[src/sfb_pkg.sv]
// Shared constants and types for the nonvolatile burst front end
package sfb_pkg;
    ////////////////////////////////////////////////////////////////////////
    // Widths
    localparam int ADDR_W     = 12;
    localparam int ROW_W      = 12;
    localparam int COL_W      = 8;
    localparam int BANK_W     = 2;
    localparam int BANKS      = 4;
    localparam int DATA_W     = 32;
    localparam int MODE_W     = 12;
    localparam int LEN_W      = 2;
    localparam int FIFO_DEPTH = 16;
    localparam int WORD_W     = BANK_W + ROW_W + COL_W + DATA_W;
    ////////////////////////////////////////////////////////////////////////
    // Organisation masks
    localparam logic [ROW_W-1:0]  ROW_MASK_NARROW  = 12'hfff;
    localparam logic [ROW_W-1:0]  ROW_MASK_WIDE    = 12'h7ff;
    localparam logic [DATA_W-1:0] DATA_MASK_NARROW = 32'h0000ffff;
    localparam logic [DATA_W-1:0] DATA_MASK_WIDE   = 32'hffffffff;
    localparam logic [COL_W-1:0]  COL_MASK_FULL    = 8'hff;
    ////////////////////////////////////////////////////////////////////////
    // Operating configuration fields
    localparam int BL_LSB = 0;
    localparam int BL_MSB = 2;
    localparam int BT_BIT = 3;
    localparam int CL_LSB = 4;
    localparam int CL_MSB = 6;
    localparam int OM_LSB = 7;
    localparam int OM_MSB = 8;
    localparam int WB_BIT = 9;
    localparam logic [2:0]        BL_8          = 3'h3;
    localparam logic [2:0]        BL_FULL       = 3'h7;
    localparam logic [2:0]        CL_1          = 3'h1;
    localparam logic [2:0]        CL_2          = 3'h2;
    localparam logic [2:0]        CL_3          = 3'h3;
    localparam logic [1:0]        OM_NORMAL     = 2'h0;
    localparam logic [LEN_W-1:0]  LEN_1         = 2'h0;
    localparam logic [LEN_W-1:0]  LEN_8         = 2'h3;
    localparam logic [MODE_W-1:0] NV_MODE_RESET = 12'h020;
    ////////////////////////////////////////////////////////////////////////
    // Command codes, {row strobe, column strobe, write enable}
    localparam logic [2:0] CMD_NOP       = 3'h7;
    localparam logic [2:0] CMD_ACTIVE    = 3'h3;
    localparam logic [2:0] CMD_READ      = 3'h5;
    localparam logic [2:0] CMD_WRITE     = 3'h4;
    localparam logic [2:0] CMD_BST       = 3'h6;
    localparam logic [2:0] CMD_ACT_TERM  = 3'h2;
    localparam logic [2:0] CMD_LOAD_CMD  = 3'h1;
    localparam logic [2:0] CMD_LOAD_MODE = 3'h0;
    localparam logic [COL_W-1:0] CODE_INIT       = 8'h0b;
    localparam logic [COL_W-1:0] CODE_STORE_MODE = 8'h0d;
    ////////////////////////////////////////////////////////////////////////
    // Timing
    localparam int CLK_MHZ         = 50;
    localparam int INIT_TIME_US    = 100;
    localparam int INIT_CYCLES_DEF = INIT_TIME_US * CLK_MHZ;
    localparam int INIT_W          = 13;
    typedef enum logic [1:0] {
        ST_POWER_DOWN = 2'h0,
        ST_INIT       = 2'h1,
        ST_STANDBY    = 2'h2
    } sfb_state_e;
endpackage

[src/sfb_fifo.sv]
// Write data buffer with valid and ready on both sides
module sfb_fifo #(
    parameter int W     = 8,
    parameter int DEPTH = 16
) (
    input  wire logic         ref_clk,
    input  wire logic         rst_b,
    input  wire logic         in_valid,
    output logic              in_ready,
    input  wire logic [W-1:0] in_data,
    output logic              out_valid,
    input  wire logic         out_ready,
    output logic      [W-1:0] out_data
);
    localparam int PW = $clog2(DEPTH);
    logic [W-1:0]  mem_reg [DEPTH];
    logic [PW-1:0] wr_ptr_reg;
    logic [PW-1:0] rd_ptr_reg;
    logic [PW:0]   count_reg;
    wire           push = in_valid && in_ready;
    wire           pop  = out_valid && out_ready;
    assign in_ready  = count_reg != (PW+1)'(DEPTH);
    assign out_valid = count_reg != '0;
    assign out_data  = mem_reg[rd_ptr_reg];
    always_ff @(posedge ref_clk) begin
        if (push) begin
            mem_reg[wr_ptr_reg] <= in_data;
        end
    end
    always_ff @(posedge ref_clk) begin
        if (!rst_b) begin
            wr_ptr_reg <= '0;
            rd_ptr_reg <= '0;
            count_reg  <= '0;
        end else begin
            wr_ptr_reg <= wr_ptr_reg + PW'(push);
            rd_ptr_reg <= rd_ptr_reg + PW'(pop);
            count_reg  <= count_reg + (PW+1)'(push) - (PW+1)'(pop);
        end
    end
endmodule

[src/sfb_burst_addr.sv]
// Column sequencer for one burst with block wrap
module sfb_burst_addr
    import sfb_pkg::*;
(
    input  wire logic             ref_clk,
    input  wire logic             rst_b,
    input  wire logic             load,
    input  wire logic             stop,
    input  wire logic [COL_W-1:0] start_col,
    input  wire logic [LEN_W-1:0] len_log,
    input  wire logic             full_page,
    input  wire logic             interleave,
    output logic      [COL_W-1:0] col,
    output logic                  vld,
    output logic                  vld_next
);
    logic [COL_W-1:0] col_reg;
    logic [COL_W-1:0] cnt_reg;
    logic [COL_W-1:0] start_reg;
    logic [COL_W-1:0] mask_reg;
    logic             full_reg;
    logic             ilv_reg;
    logic             vld_reg;
    wire [COL_W-1:0] mask_in  = full_page ? COL_MASK_FULL : ~(COL_MASK_FULL << len_log);
    wire [COL_W-1:0] s        = load ? start_col : start_reg;
    wire [COL_W-1:0] m        = load ? mask_in : mask_reg;
    wire             i        = load ? interleave : ilv_reg;
    wire             last     = !full_reg && cnt_reg == mask_reg;
    wire [COL_W-1:0] cnt_next = load ? '0 : cnt_reg + COL_W'(1);
    // Block picked by high bits, start and order by low bits
    wire [COL_W-1:0] off      = i ? (s ^ cnt_next) : (s + cnt_next);
    wire [COL_W-1:0] col_next = (s & ~m) | (off & m);
    assign vld_next = load || (vld_reg && !stop && !last);
    assign col = col_reg;
    assign vld = vld_reg;
    always_ff @(posedge ref_clk) begin
        if (!rst_b) begin
            vld_reg   <= 1'b0;
            col_reg   <= '0;
            cnt_reg   <= '0;
            start_reg <= '0;
            mask_reg  <= '0;
            full_reg  <= 1'b0;
            ilv_reg   <= 1'b0;
        end else begin
            vld_reg <= vld_next;
            cnt_reg <= cnt_next;
            col_reg <= col_next;
            if (load) begin
                start_reg <= start_col;
                mask_reg  <= mask_in;
                full_reg  <= full_page;
                ilv_reg   <= interleave;
            end
        end
    end
endmodule

[src/sfb_ctrl.sv]
// Command front end of a four-bank nonvolatile synchronous memory
////////////////////////////////////////////////////////////////////////////////
// Overview of operation
// Sample all inputs on rising clock only
// Four banks, narrow or wide row organisation
// Controller activates row before column read
// Activate takes bank bits and row address
// Read takes start column from A0-A7
// Non-read operations start by command sequence
// Pin rise starts init, done within 100us
// Init command starts same init, 100us
// Ready status bit shows init completion
// After init: standby, accept mode or commands
// Init copies stored mode into configuration
// Store command copies configuration to stored
// Configuration changes only by load-mode command; code also reloads it from stored at init start
// Field layout: length, type, latency, mode, write
// Controller loads configuration only when idle; lmr_go accepts it in standby with rows open or a burst running
// Lengths 1,2,4,8; full page sequential reads
// Length caps column locations per command
// Full page runs until burst terminate
// High column bits pick block, low start
// Burst wraps inside its block
// Full page wraps inside the row
// Controller avoids reserved configuration codes
// Drive after n+m-1, data at n+m
// Type bit picks sequential or interleaved
// Normal operation only with mode bits zero
// Write burst bit makes writes single
////////////////////////////////////////////////////////////////////////////////
module sfb_ctrl
    import sfb_pkg::*;
#(
    parameter int INIT_CYCLES = INIT_CYCLES_DEF
) (
    input  wire logic              ref_clk,
    input  wire logic              rst_b,
    input  wire logic              power_down_init_pin,
    input  wire logic              cs_b,
    input  wire logic              ras_b,
    input  wire logic              cas_b,
    input  wire logic              we_b,
    input  wire logic              bank_select_bit_low,
    input  wire logic              bank_select_bit_high,
    input  wire logic [ADDR_W-1:0] addr,
    input  wire logic              wide_config,
    input  wire logic [DATA_W-1:0] dq_in,
    output logic      [DATA_W-1:0] dq_out,
    output logic                   dq_oe,
    output logic                   status_ready_bit,
    output logic                   array_rd_en,
    output logic      [BANK_W-1:0] array_bank,
    output logic      [ROW_W-1:0]  array_row,
    output logic      [COL_W-1:0]  array_col,
    input  wire logic [DATA_W-1:0] array_rd_data,
    output logic                   array_wr_valid,
    input  wire logic              array_wr_ready,
    output logic      [BANK_W-1:0] array_wr_bank,
    output logic      [ROW_W-1:0]  array_wr_row,
    output logic      [COL_W-1:0]  array_wr_col,
    output logic      [DATA_W-1:0] array_wr_data,
    output logic                   write_buffer_ready
);
    function automatic logic bl_ok(input logic [2:0] b);
        bl_ok = (b <= BL_8) || (b == BL_FULL);
    endfunction
    function automatic logic [2:0] cmd_of(input logic cs, input logic r, input logic c, input logic w);
        cmd_of = cs ? CMD_NOP : {r, c, w};
    endfunction
    ////////////////////////////////////////////////////////////////////////////
    // State
    sfb_state_e        state_reg;
    sfb_state_e        state_next;
    logic [INIT_W-1:0] init_cnt_reg;
    logic [MODE_W-1:0] mode_reg;
    logic [MODE_W-1:0] mode_next;
    logic [MODE_W-1:0] nv_mode_reg;
    logic [ROW_W-1:0]  row_reg [BANKS];
    logic [BANKS-1:0]  act_reg;
    logic [BANK_W-1:0] bank_reg;
    logic [ROW_W-1:0]  arow_reg;
    logic              is_write_reg;
    logic              rd_vld_reg;
    logic [DATA_W-1:0] wdata_reg;
    logic [DATA_W-1:0] p1_reg;
    logic [DATA_W-1:0] p2_reg;
    logic              d1_reg;
    logic              d2_reg;
    logic [DATA_W-1:0] dq_out_reg;
    logic              dq_oe_reg;
    logic              ready_reg;
    logic              awv_reg;
    logic [WORD_W-1:0] aw_reg;
    logic              wbuf_ready_reg;
    logic [COL_W-1:0]  gen_col;
    logic              gen_vld;
    logic              gen_vld_next;
    logic              fifo_in_ready;
    logic              fifo_out_valid;
    logic [WORD_W-1:0] fifo_out_data;
    ////////////////////////////////////////////////////////////////////////////
    // Command decode
    wire [2:0]        cmd      = cmd_of(cs_b, ras_b, cas_b, we_b);
    wire [BANK_W-1:0] bank_in  = {bank_select_bit_high, bank_select_bit_low};
    wire [ROW_W-1:0]  row_in   = addr & (wide_config ? ROW_MASK_WIDE : ROW_MASK_NARROW);
    wire [DATA_W-1:0] dmask    = wide_config ? DATA_MASK_WIDE : DATA_MASK_NARROW;
    wire              standby  = state_reg == ST_STANDBY && power_down_init_pin;
    wire              act_go   = standby && cmd == CMD_ACTIVE;
    wire              rd_cmd   = standby && cmd == CMD_READ;
    wire              wr_cmd   = standby && cmd == CMD_WRITE;
    wire              bst_go   = standby && cmd == CMD_BST;
    wire              aterm_go = standby && cmd == CMD_ACT_TERM;
    wire              lmr_go   = standby && cmd == CMD_LOAD_MODE;
    wire              lcr_go   = standby && cmd == CMD_LOAD_CMD;
    wire              init_sw  = lcr_go && addr[COL_W-1:0] == CODE_INIT;
    wire              store_go = lcr_go && addr[COL_W-1:0] == CODE_STORE_MODE;
    wire              init_start = state_next == ST_INIT && state_reg != ST_INIT;
    wire              init_done  = state_reg == ST_INIT && init_cnt_reg == '0;
    ////////////////////////////////////////////////////////////////////////////
    // Configuration fields
    wire [2:0]        bl       = mode_reg[BL_MSB:BL_LSB];
    wire [2:0]        cl       = mode_reg[CL_MSB:CL_LSB];
    wire              normal   = mode_reg[OM_MSB:OM_LSB] == OM_NORMAL;
    wire              cl_ok    = cl == CL_1 || cl == CL_2 || cl == CL_3;
    wire              full_rd  = bl == BL_FULL;
    wire              path_ok  = normal && act_reg[bank_in] && bl_ok(bl);
    wire              rd_go    = rd_cmd && path_ok && cl_ok;
    wire              wr_go    = wr_cmd && path_ok;
    wire [LEN_W-1:0]  rd_len   = full_rd ? LEN_1 : bl[LEN_W-1:0];
    wire [LEN_W-1:0]  wr_len   = mode_reg[WB_BIT] ? LEN_1 : (full_rd ? LEN_8 : bl[LEN_W-1:0]);
    wire              gen_load = rd_go || wr_go;
    wire [LEN_W-1:0]  gen_len  = rd_go ? rd_len : wr_len;
    wire              gen_full = rd_go && full_rd;
    wire              gen_ilv  = mode_reg[BT_BIT] && !gen_full;
    wire              gen_stop = bst_go || !power_down_init_pin;
    wire              rd_next  = gen_vld_next && (rd_go || (!wr_go && !is_write_reg));
    wire              wpush    = gen_vld && is_write_reg;
    wire [WORD_W-1:0] wword    = {bank_reg, arow_reg, gen_col, wdata_reg};
    wire              aw_load  = !awv_reg || array_wr_ready;
    ////////////////////////////////////////////////////////////////////////////
    // Read latency select
    wire [DATA_W-1:0] dq_sel   = cl == CL_1 ? array_rd_data : (cl == CL_2 ? p1_reg : p2_reg);
    wire              vld_sel  = cl == CL_1 ? rd_vld_reg : (cl == CL_2 ? d1_reg : d2_reg);
    wire              oe_sel   = cl == CL_1 ? rd_next : (cl == CL_2 ? rd_vld_reg : d1_reg);
    ////////////////////////////////////////////////////////////////////////////
    // Initialisation sequencing
    always_comb begin
        state_next = state_reg;
        unique case (state_reg)
            ST_POWER_DOWN: if (power_down_init_pin) state_next = ST_INIT;
            ST_INIT:       if (init_done) state_next = ST_STANDBY;
            ST_STANDBY:    if (init_sw) state_next = ST_INIT;
            default:       state_next = ST_POWER_DOWN;
        endcase
        if (!power_down_init_pin) begin
            state_next = ST_POWER_DOWN;
        end
    end
    assign mode_next = init_start ? nv_mode_reg : (lmr_go ? addr : mode_reg);
    always_ff @(posedge ref_clk) begin
        if (!rst_b) begin
            state_reg    <= ST_POWER_DOWN;
            init_cnt_reg <= '0;
            ready_reg    <= 1'b0;
        end else begin
            state_reg <= state_next;
            ready_reg <= state_next == ST_STANDBY;
            if (init_start) begin
                init_cnt_reg <= INIT_W'(INIT_CYCLES - 1);
            end else if (state_reg == ST_INIT && init_cnt_reg != '0) begin
                init_cnt_reg <= init_cnt_reg - INIT_W'(1);
            end
        end
    end
    always_ff @(posedge ref_clk) begin
        if (!rst_b) begin
            mode_reg    <= NV_MODE_RESET;
            nv_mode_reg <= NV_MODE_RESET;
        end else begin
            mode_reg <= mode_next;
            if (store_go) begin
                nv_mode_reg <= mode_reg;
            end
        end
    end
    ////////////////////////////////////////////////////////////////////////////
    // Bank rows
    for (genvar b = 0; b < BANKS; b++) begin : g_bank
        always_ff @(posedge ref_clk) begin
            if (!rst_b || !power_down_init_pin) begin
                act_reg[b] <= 1'b0;
                row_reg[b] <= '0;
            end else if (act_go && bank_in == BANK_W'(b)) begin
                act_reg[b] <= 1'b1;
                row_reg[b] <= row_in;
            end else if (aterm_go && bank_in == BANK_W'(b)) begin
                act_reg[b] <= 1'b0;
            end
        end
    end
    ////////////////////////////////////////////////////////////////////////////
    // Burst control
    sfb_burst_addr u_burst (
        .ref_clk    (ref_clk),
        .rst_b      (rst_b),
        .load       (gen_load),
        .stop       (gen_stop),
        .start_col  (addr[COL_W-1:0]),
        .len_log    (gen_len),
        .full_page  (gen_full),
        .interleave (gen_ilv),
        .col        (gen_col),
        .vld        (gen_vld),
        .vld_next   (gen_vld_next)
    );
    always_ff @(posedge ref_clk) begin
        if (!rst_b) begin
            bank_reg     <= '0;
            arow_reg     <= '0;
            is_write_reg <= 1'b0;
            rd_vld_reg   <= 1'b0;
        end else begin
            rd_vld_reg <= rd_next;
            if (gen_load) begin
                bank_reg     <= bank_in;
                arow_reg     <= row_reg[bank_in];
                is_write_reg <= wr_go;
            end
        end
    end
    ////////////////////////////////////////////////////////////////////////////
    // Read data pipeline
    always_ff @(posedge ref_clk) begin
        if (!rst_b) begin
            p1_reg     <= '0;
            p2_reg     <= '0;
            d1_reg     <= 1'b0;
            d2_reg     <= 1'b0;
            dq_out_reg <= '0;
            dq_oe_reg  <= 1'b0;
        end else begin
            p1_reg     <= array_rd_data;
            p2_reg     <= p1_reg;
            d1_reg     <= rd_vld_reg;
            d2_reg     <= d1_reg;
            dq_oe_reg  <= oe_sel || vld_sel;
            dq_out_reg <= vld_sel ? (dq_sel & dmask) : '0;
        end
    end
    ////////////////////////////////////////////////////////////////////////////
    // Write data path
    sfb_fifo #(
        .W     (WORD_W),
        .DEPTH (FIFO_DEPTH)
    ) u_wbuf (
        .ref_clk   (ref_clk),
        .rst_b     (rst_b),
        .in_valid  (wpush),
        .in_ready  (fifo_in_ready),
        .in_data   (wword),
        .out_valid (fifo_out_valid),
        .out_ready (aw_load),
        .out_data  (fifo_out_data)
    );
    always_ff @(posedge ref_clk) begin
        if (!rst_b) begin
            wdata_reg      <= '0;
            awv_reg        <= 1'b0;
            aw_reg         <= '0;
            wbuf_ready_reg <= 1'b0;
        end else begin
            wdata_reg      <= dq_in & dmask;
            wbuf_ready_reg <= fifo_in_ready;
            if (aw_load) begin
                awv_reg <= fifo_out_valid;
                aw_reg  <= fifo_out_data;
            end
        end
    end
    ////////////////////////////////////////////////////////////////////////////
    // Outputs
    assign dq_out             = dq_out_reg;
    assign dq_oe              = dq_oe_reg;
    assign status_ready_bit   = ready_reg;
    assign array_rd_en        = rd_vld_reg;
    assign array_bank         = bank_reg;
    assign array_row          = arow_reg;
    assign array_col          = gen_col;
    assign array_wr_valid     = awv_reg;
    assign array_wr_bank      = aw_reg[WORD_W-1 -: BANK_W];
    assign array_wr_row       = aw_reg[COL_W+DATA_W +: ROW_W];
    assign array_wr_col       = aw_reg[DATA_W +: COL_W];
    assign array_wr_data      = aw_reg[DATA_W-1:0];
    assign write_buffer_ready = wbuf_ready_reg;
endmodule

[config.mk]
export PLATFORM = sky130hd
export DESIGN_NAME = sfb_ctrl
export DESIGN_NICKNAME = d
export VERILOG_FILES = /design/src/sfb_pkg.sv /design/src/sfb_fifo.sv /design/src/sfb_burst_addr.sv /design/src/sfb_ctrl.sv
export SDC_FILE = /design/constraint.sdc
export NUM_CORES = 1
export LEC_CHECK = 0
export BUFFER_PORTS_ARGS = -buffer_cell sky130_fd_sc_hd__buf_2
export CAP_MARGIN = 40
export CELL_PAD_IN_SITES_DETAIL_PLACEMENT = 0
export CELL_PAD_IN_SITES_GLOBAL_PLACEMENT = 2
export CORE_UTILIZATION = 42
export DETAILED_ROUTE_END_ITERATION = 6
export PLACE_DENSITY_LB_ADDON = 0.1
export SYNTH_ARGS = -nofsm -noshare
export SYNTH_HDL_FRONTEND = slang
export SYNTH_SLANG_ARGS = --single-unit
export TNS_END_PERCENT = 30
[constraint.sdc]
create_clock -name ref_clk -period 5.58 [get_ports ref_clk]
set_input_delay 0.279 -clock ref_clk [delete_from_list [all_inputs] [get_ports ref_clk]]
set_output_delay 0.279 -clock ref_clk [all_outputs]
set_load 0.03 [all_outputs]
==> flow_summary.toml <==
[outcome]
status = "complete, no violations"

[finish]
final_util_pct = 50.1
drive_above_1_share_pct = 26.4
fin_cells = 4378
stdcell_area_um2 = 53700
fin_nets = 2973
largest_reg_flops = 864
insertedDiodeCount = 0
area_growth_pct = 18.0

[cts]
clock_latency_ns = 0.72
post_cts_buffers = 0
tritoncts = "done"
clock-root-buffer = "clkbuf_16"
clk_pin_slew_ns = 0.06
clockBufferDepth = 3
cts_hold_repair.buffers = 81
clock-sinks = 1203
htreeDepth = 4
numCtsBuffers = 133
post_cts_resized = 0

[synth]
ys_top_cells_by_area = "edfxtp_1 60%, mux4_2 14%, dfxtp_1 13%"
synth_seq_cells = 1203
yosysMostFrequentCell = "edfxtp_1"
yosys.area.top_type_share_pct = 60.1
synth_top_area_cell = "edfxtp_1"
ys_seq_area_share_pct = 72.9
ys_async_sr_fraction_pct = 0
syn_area_um2 = 45500
synth_nets = 2657
ys_dominant_reg_cell = "edfxtp_1"
synth_common_cells = "912 x edfxtp_1, 291 x dfxtp_1, 282 x mux4_2, 193 x nand2_1, 136 x and2_1"
syn_avg_cell_area_um2 = 17.9
ys_warn_count = 0
synth_edf_count = 912
synthCells = 2550
yosysUniqueCellTypes = 68

[grt]
gr-total-overflow = 0
grt_usage_pct = 19.7
grt_first_pass_wirelength_um = 161000
grt_start_max_net_pins = 111
grt_pass1_vias = 25200
antenna_found_initial = 2

[route]
drtIter0Drc = 1662
drtPass1Iterations = 7
route.detailed.drc = 0
drt-vias-per-instance = 5.38
avgRoutedWirePerCell_um = 24.3
dr_total_vias = 23600
wirelength_um = 106000
antenna_left = 0

[placement]
hpwl_um = 62100
dp_cells = 4053
dpl-instance-area_um2 = 48500
gp_routability_congestion = 0.742
io_buffers = 199

[timing]
period_needed_ns = 4.41
finalSetupViolations = 0
finalSetupTns_ns = 0
worstMarginPinSlew_ns = 0.852
finalHoldViolations = 0
fmax_mhz = 227
finalCritPeriodShare_pct = 79.1
whs_ns = 0.0875
final_max_slew_viol_count = 0
skew_ns = 0.0178
slew_headroom_pct = 42.7
rsz0062_at_grt = "no"

[pwr]
powerDensity_nw_per_um2 = 408
power_leakage_uw = 0.0173
ir_drop_uv = 333

[critical_path]
path_buf_inv = 0
crit_path_end_kind = "register"
path_max_fanout = 12
crit_path_start_kind = "register"
r2r_start = "mode_reg[7]"
crit_top_cell = "nand2_1"
timing.critical_path.arrival_ns = 5.01
reg2regPathDepth = 12
cp_top_family = "simple AND/OR/NAND/NOR gates"
slowest_delay_ns = 0.67
slowest_stage = "nor4_1"
path_cells = "or4_4, nor4_1, nand3_1, nand2_1, nand2_1, ha_1, maj3_1, a311o_1, o21ai_0, o221a_1, a21oi_1, a31o_2"
critPathRequiredTime_ns = 6.18
rr_endpoint = "u_burst.col[7]"
path_class = "reg2reg"
r2r_slack_ns = 1.17

[die]
core_um2 = 107000
start_util_pct = 42.5
die_w_um = 331
dieHeight_um = 331
die_area_um2 = 110000
rows = 120
io_pins = 200

[min_path]
worstHoldStart = "cas_b"
min_to = "mode_reg[2]"
holdPathStages = 4
hold_class = "in2reg"

[job]
max_cap_viol_count = 0
logic make-up (layout without fill, tap and decap cells):
kind of cell	Yosys count	count (layout)	share of synthesized area [%]
AO/OA/AOI/OAI	192	192	2.65
adder cells (fa/ha/maj)	21	21	0.588
flip-flops	1203	1203	72.9
multiplexers	337	337	15.2
buffers and inverters	183	608	1.71
AND/OR/NAND/NOR	575	575	6.09
XOR/XNOR	39	39	0.863
worst min-delay path: cells and delay by family:
| family | cells | cell delay [ns] |
|---|---|---|
| buffers and inverters | 1 | 0.10 |
| AOI/OAI and AO/OA | 1 | 0.08 |
| and+or+nand+nor | 2 | 0.28 |
cells in the final DEF (no fill, tap or decap), drive strengths merged, types with 5 or more instances in the layout:
cell type	synthesis	layout
a31oi	6	6
xor2	20	20
a311oi	9	9
and3	23	23
ha	19	19
a211oi	34	34
nor2	133	133
nor3	15	15
a21oi	99	99
clkinv	0	48
clkbuf	114	177
nor4	9	9
bufinv	0	10
inv	19	25
or3	5	5
a21boi	5	5
nand2	193	193
edfxtp	912	912
dlygate4sd3	0	81
nand2b	8	8
mux2i	53	53
nor2b	6	6
mux4	282	282
dfxtp	291	291
buf	50	264
o21ai	10	10
xnor2	16	16
and2	136	136
nand3	23	23
worst max path at each step:
stage	start	endpoint	slack, ns	depth (start not counted)
floorplan	u_wbuf.count_reg[2]	u_wbuf.mem_reg[0][0]	0.22	6
global placement	cs_b	u_burst.col[7]	1.26	13
detailed placement	cs_b	u_burst.col[7]	1.21	13
CTS	mode_reg[7]	u_burst.col[7]	1.21	12
global route	mode_reg[7]	u_burst.col[7]	0.88	12
finish	mode_reg[7]	u_burst.col[7]	1.17	12
per-stage QoR:
step | power (µW) | setup slack [ns]
floorplan | 12600 | 0.216
global placement | 13400 | 1.26
detailed placement | 13500 | 1.21
CTS | 22300 | 1.21
global route | 22800 | 0.884
finish | 21900 | 1.17
area by class of cell:
| type | count | area (µm²) |
|---|---|---|
| flip-flops and latches | 1203 | 33200 |
| well taps | 1403 | 1760 |
| clock inverters | 67 | 638 |
| multi-input cells | 1164 | 11700 |
| inverters | 19 | 73.8 |
| repair buffers | 345 | 2600 |
| clock buffers | 177 | 3750 |
| fillers | 8942 | 53500 |
report_power, final:
| group | internal (µW) | total (µW) | switching, µW | leakage (µW) |
|---|---|---|---|---|
| registers | 9750 | 10000 | 258 | 0.00965 |
| logic | 1640 | 3210 | 1570 | 0.00550 |
| clock network | 5210 | 8710 | 3500 | 0.00216 |
metal layers:
layer,vias to the layer above,track usage (%),wire (µm),share of wire (%)
li1,10600,-,-,-
met4,0,6.04,2200,2.1
met5,-,0,0,0
met3,153,3.02,4710,4.4
met2,558,33.1,52700,50
met1,12300,26.4,46600,44
Note: power is estimated with default switching activity, not from simulation.
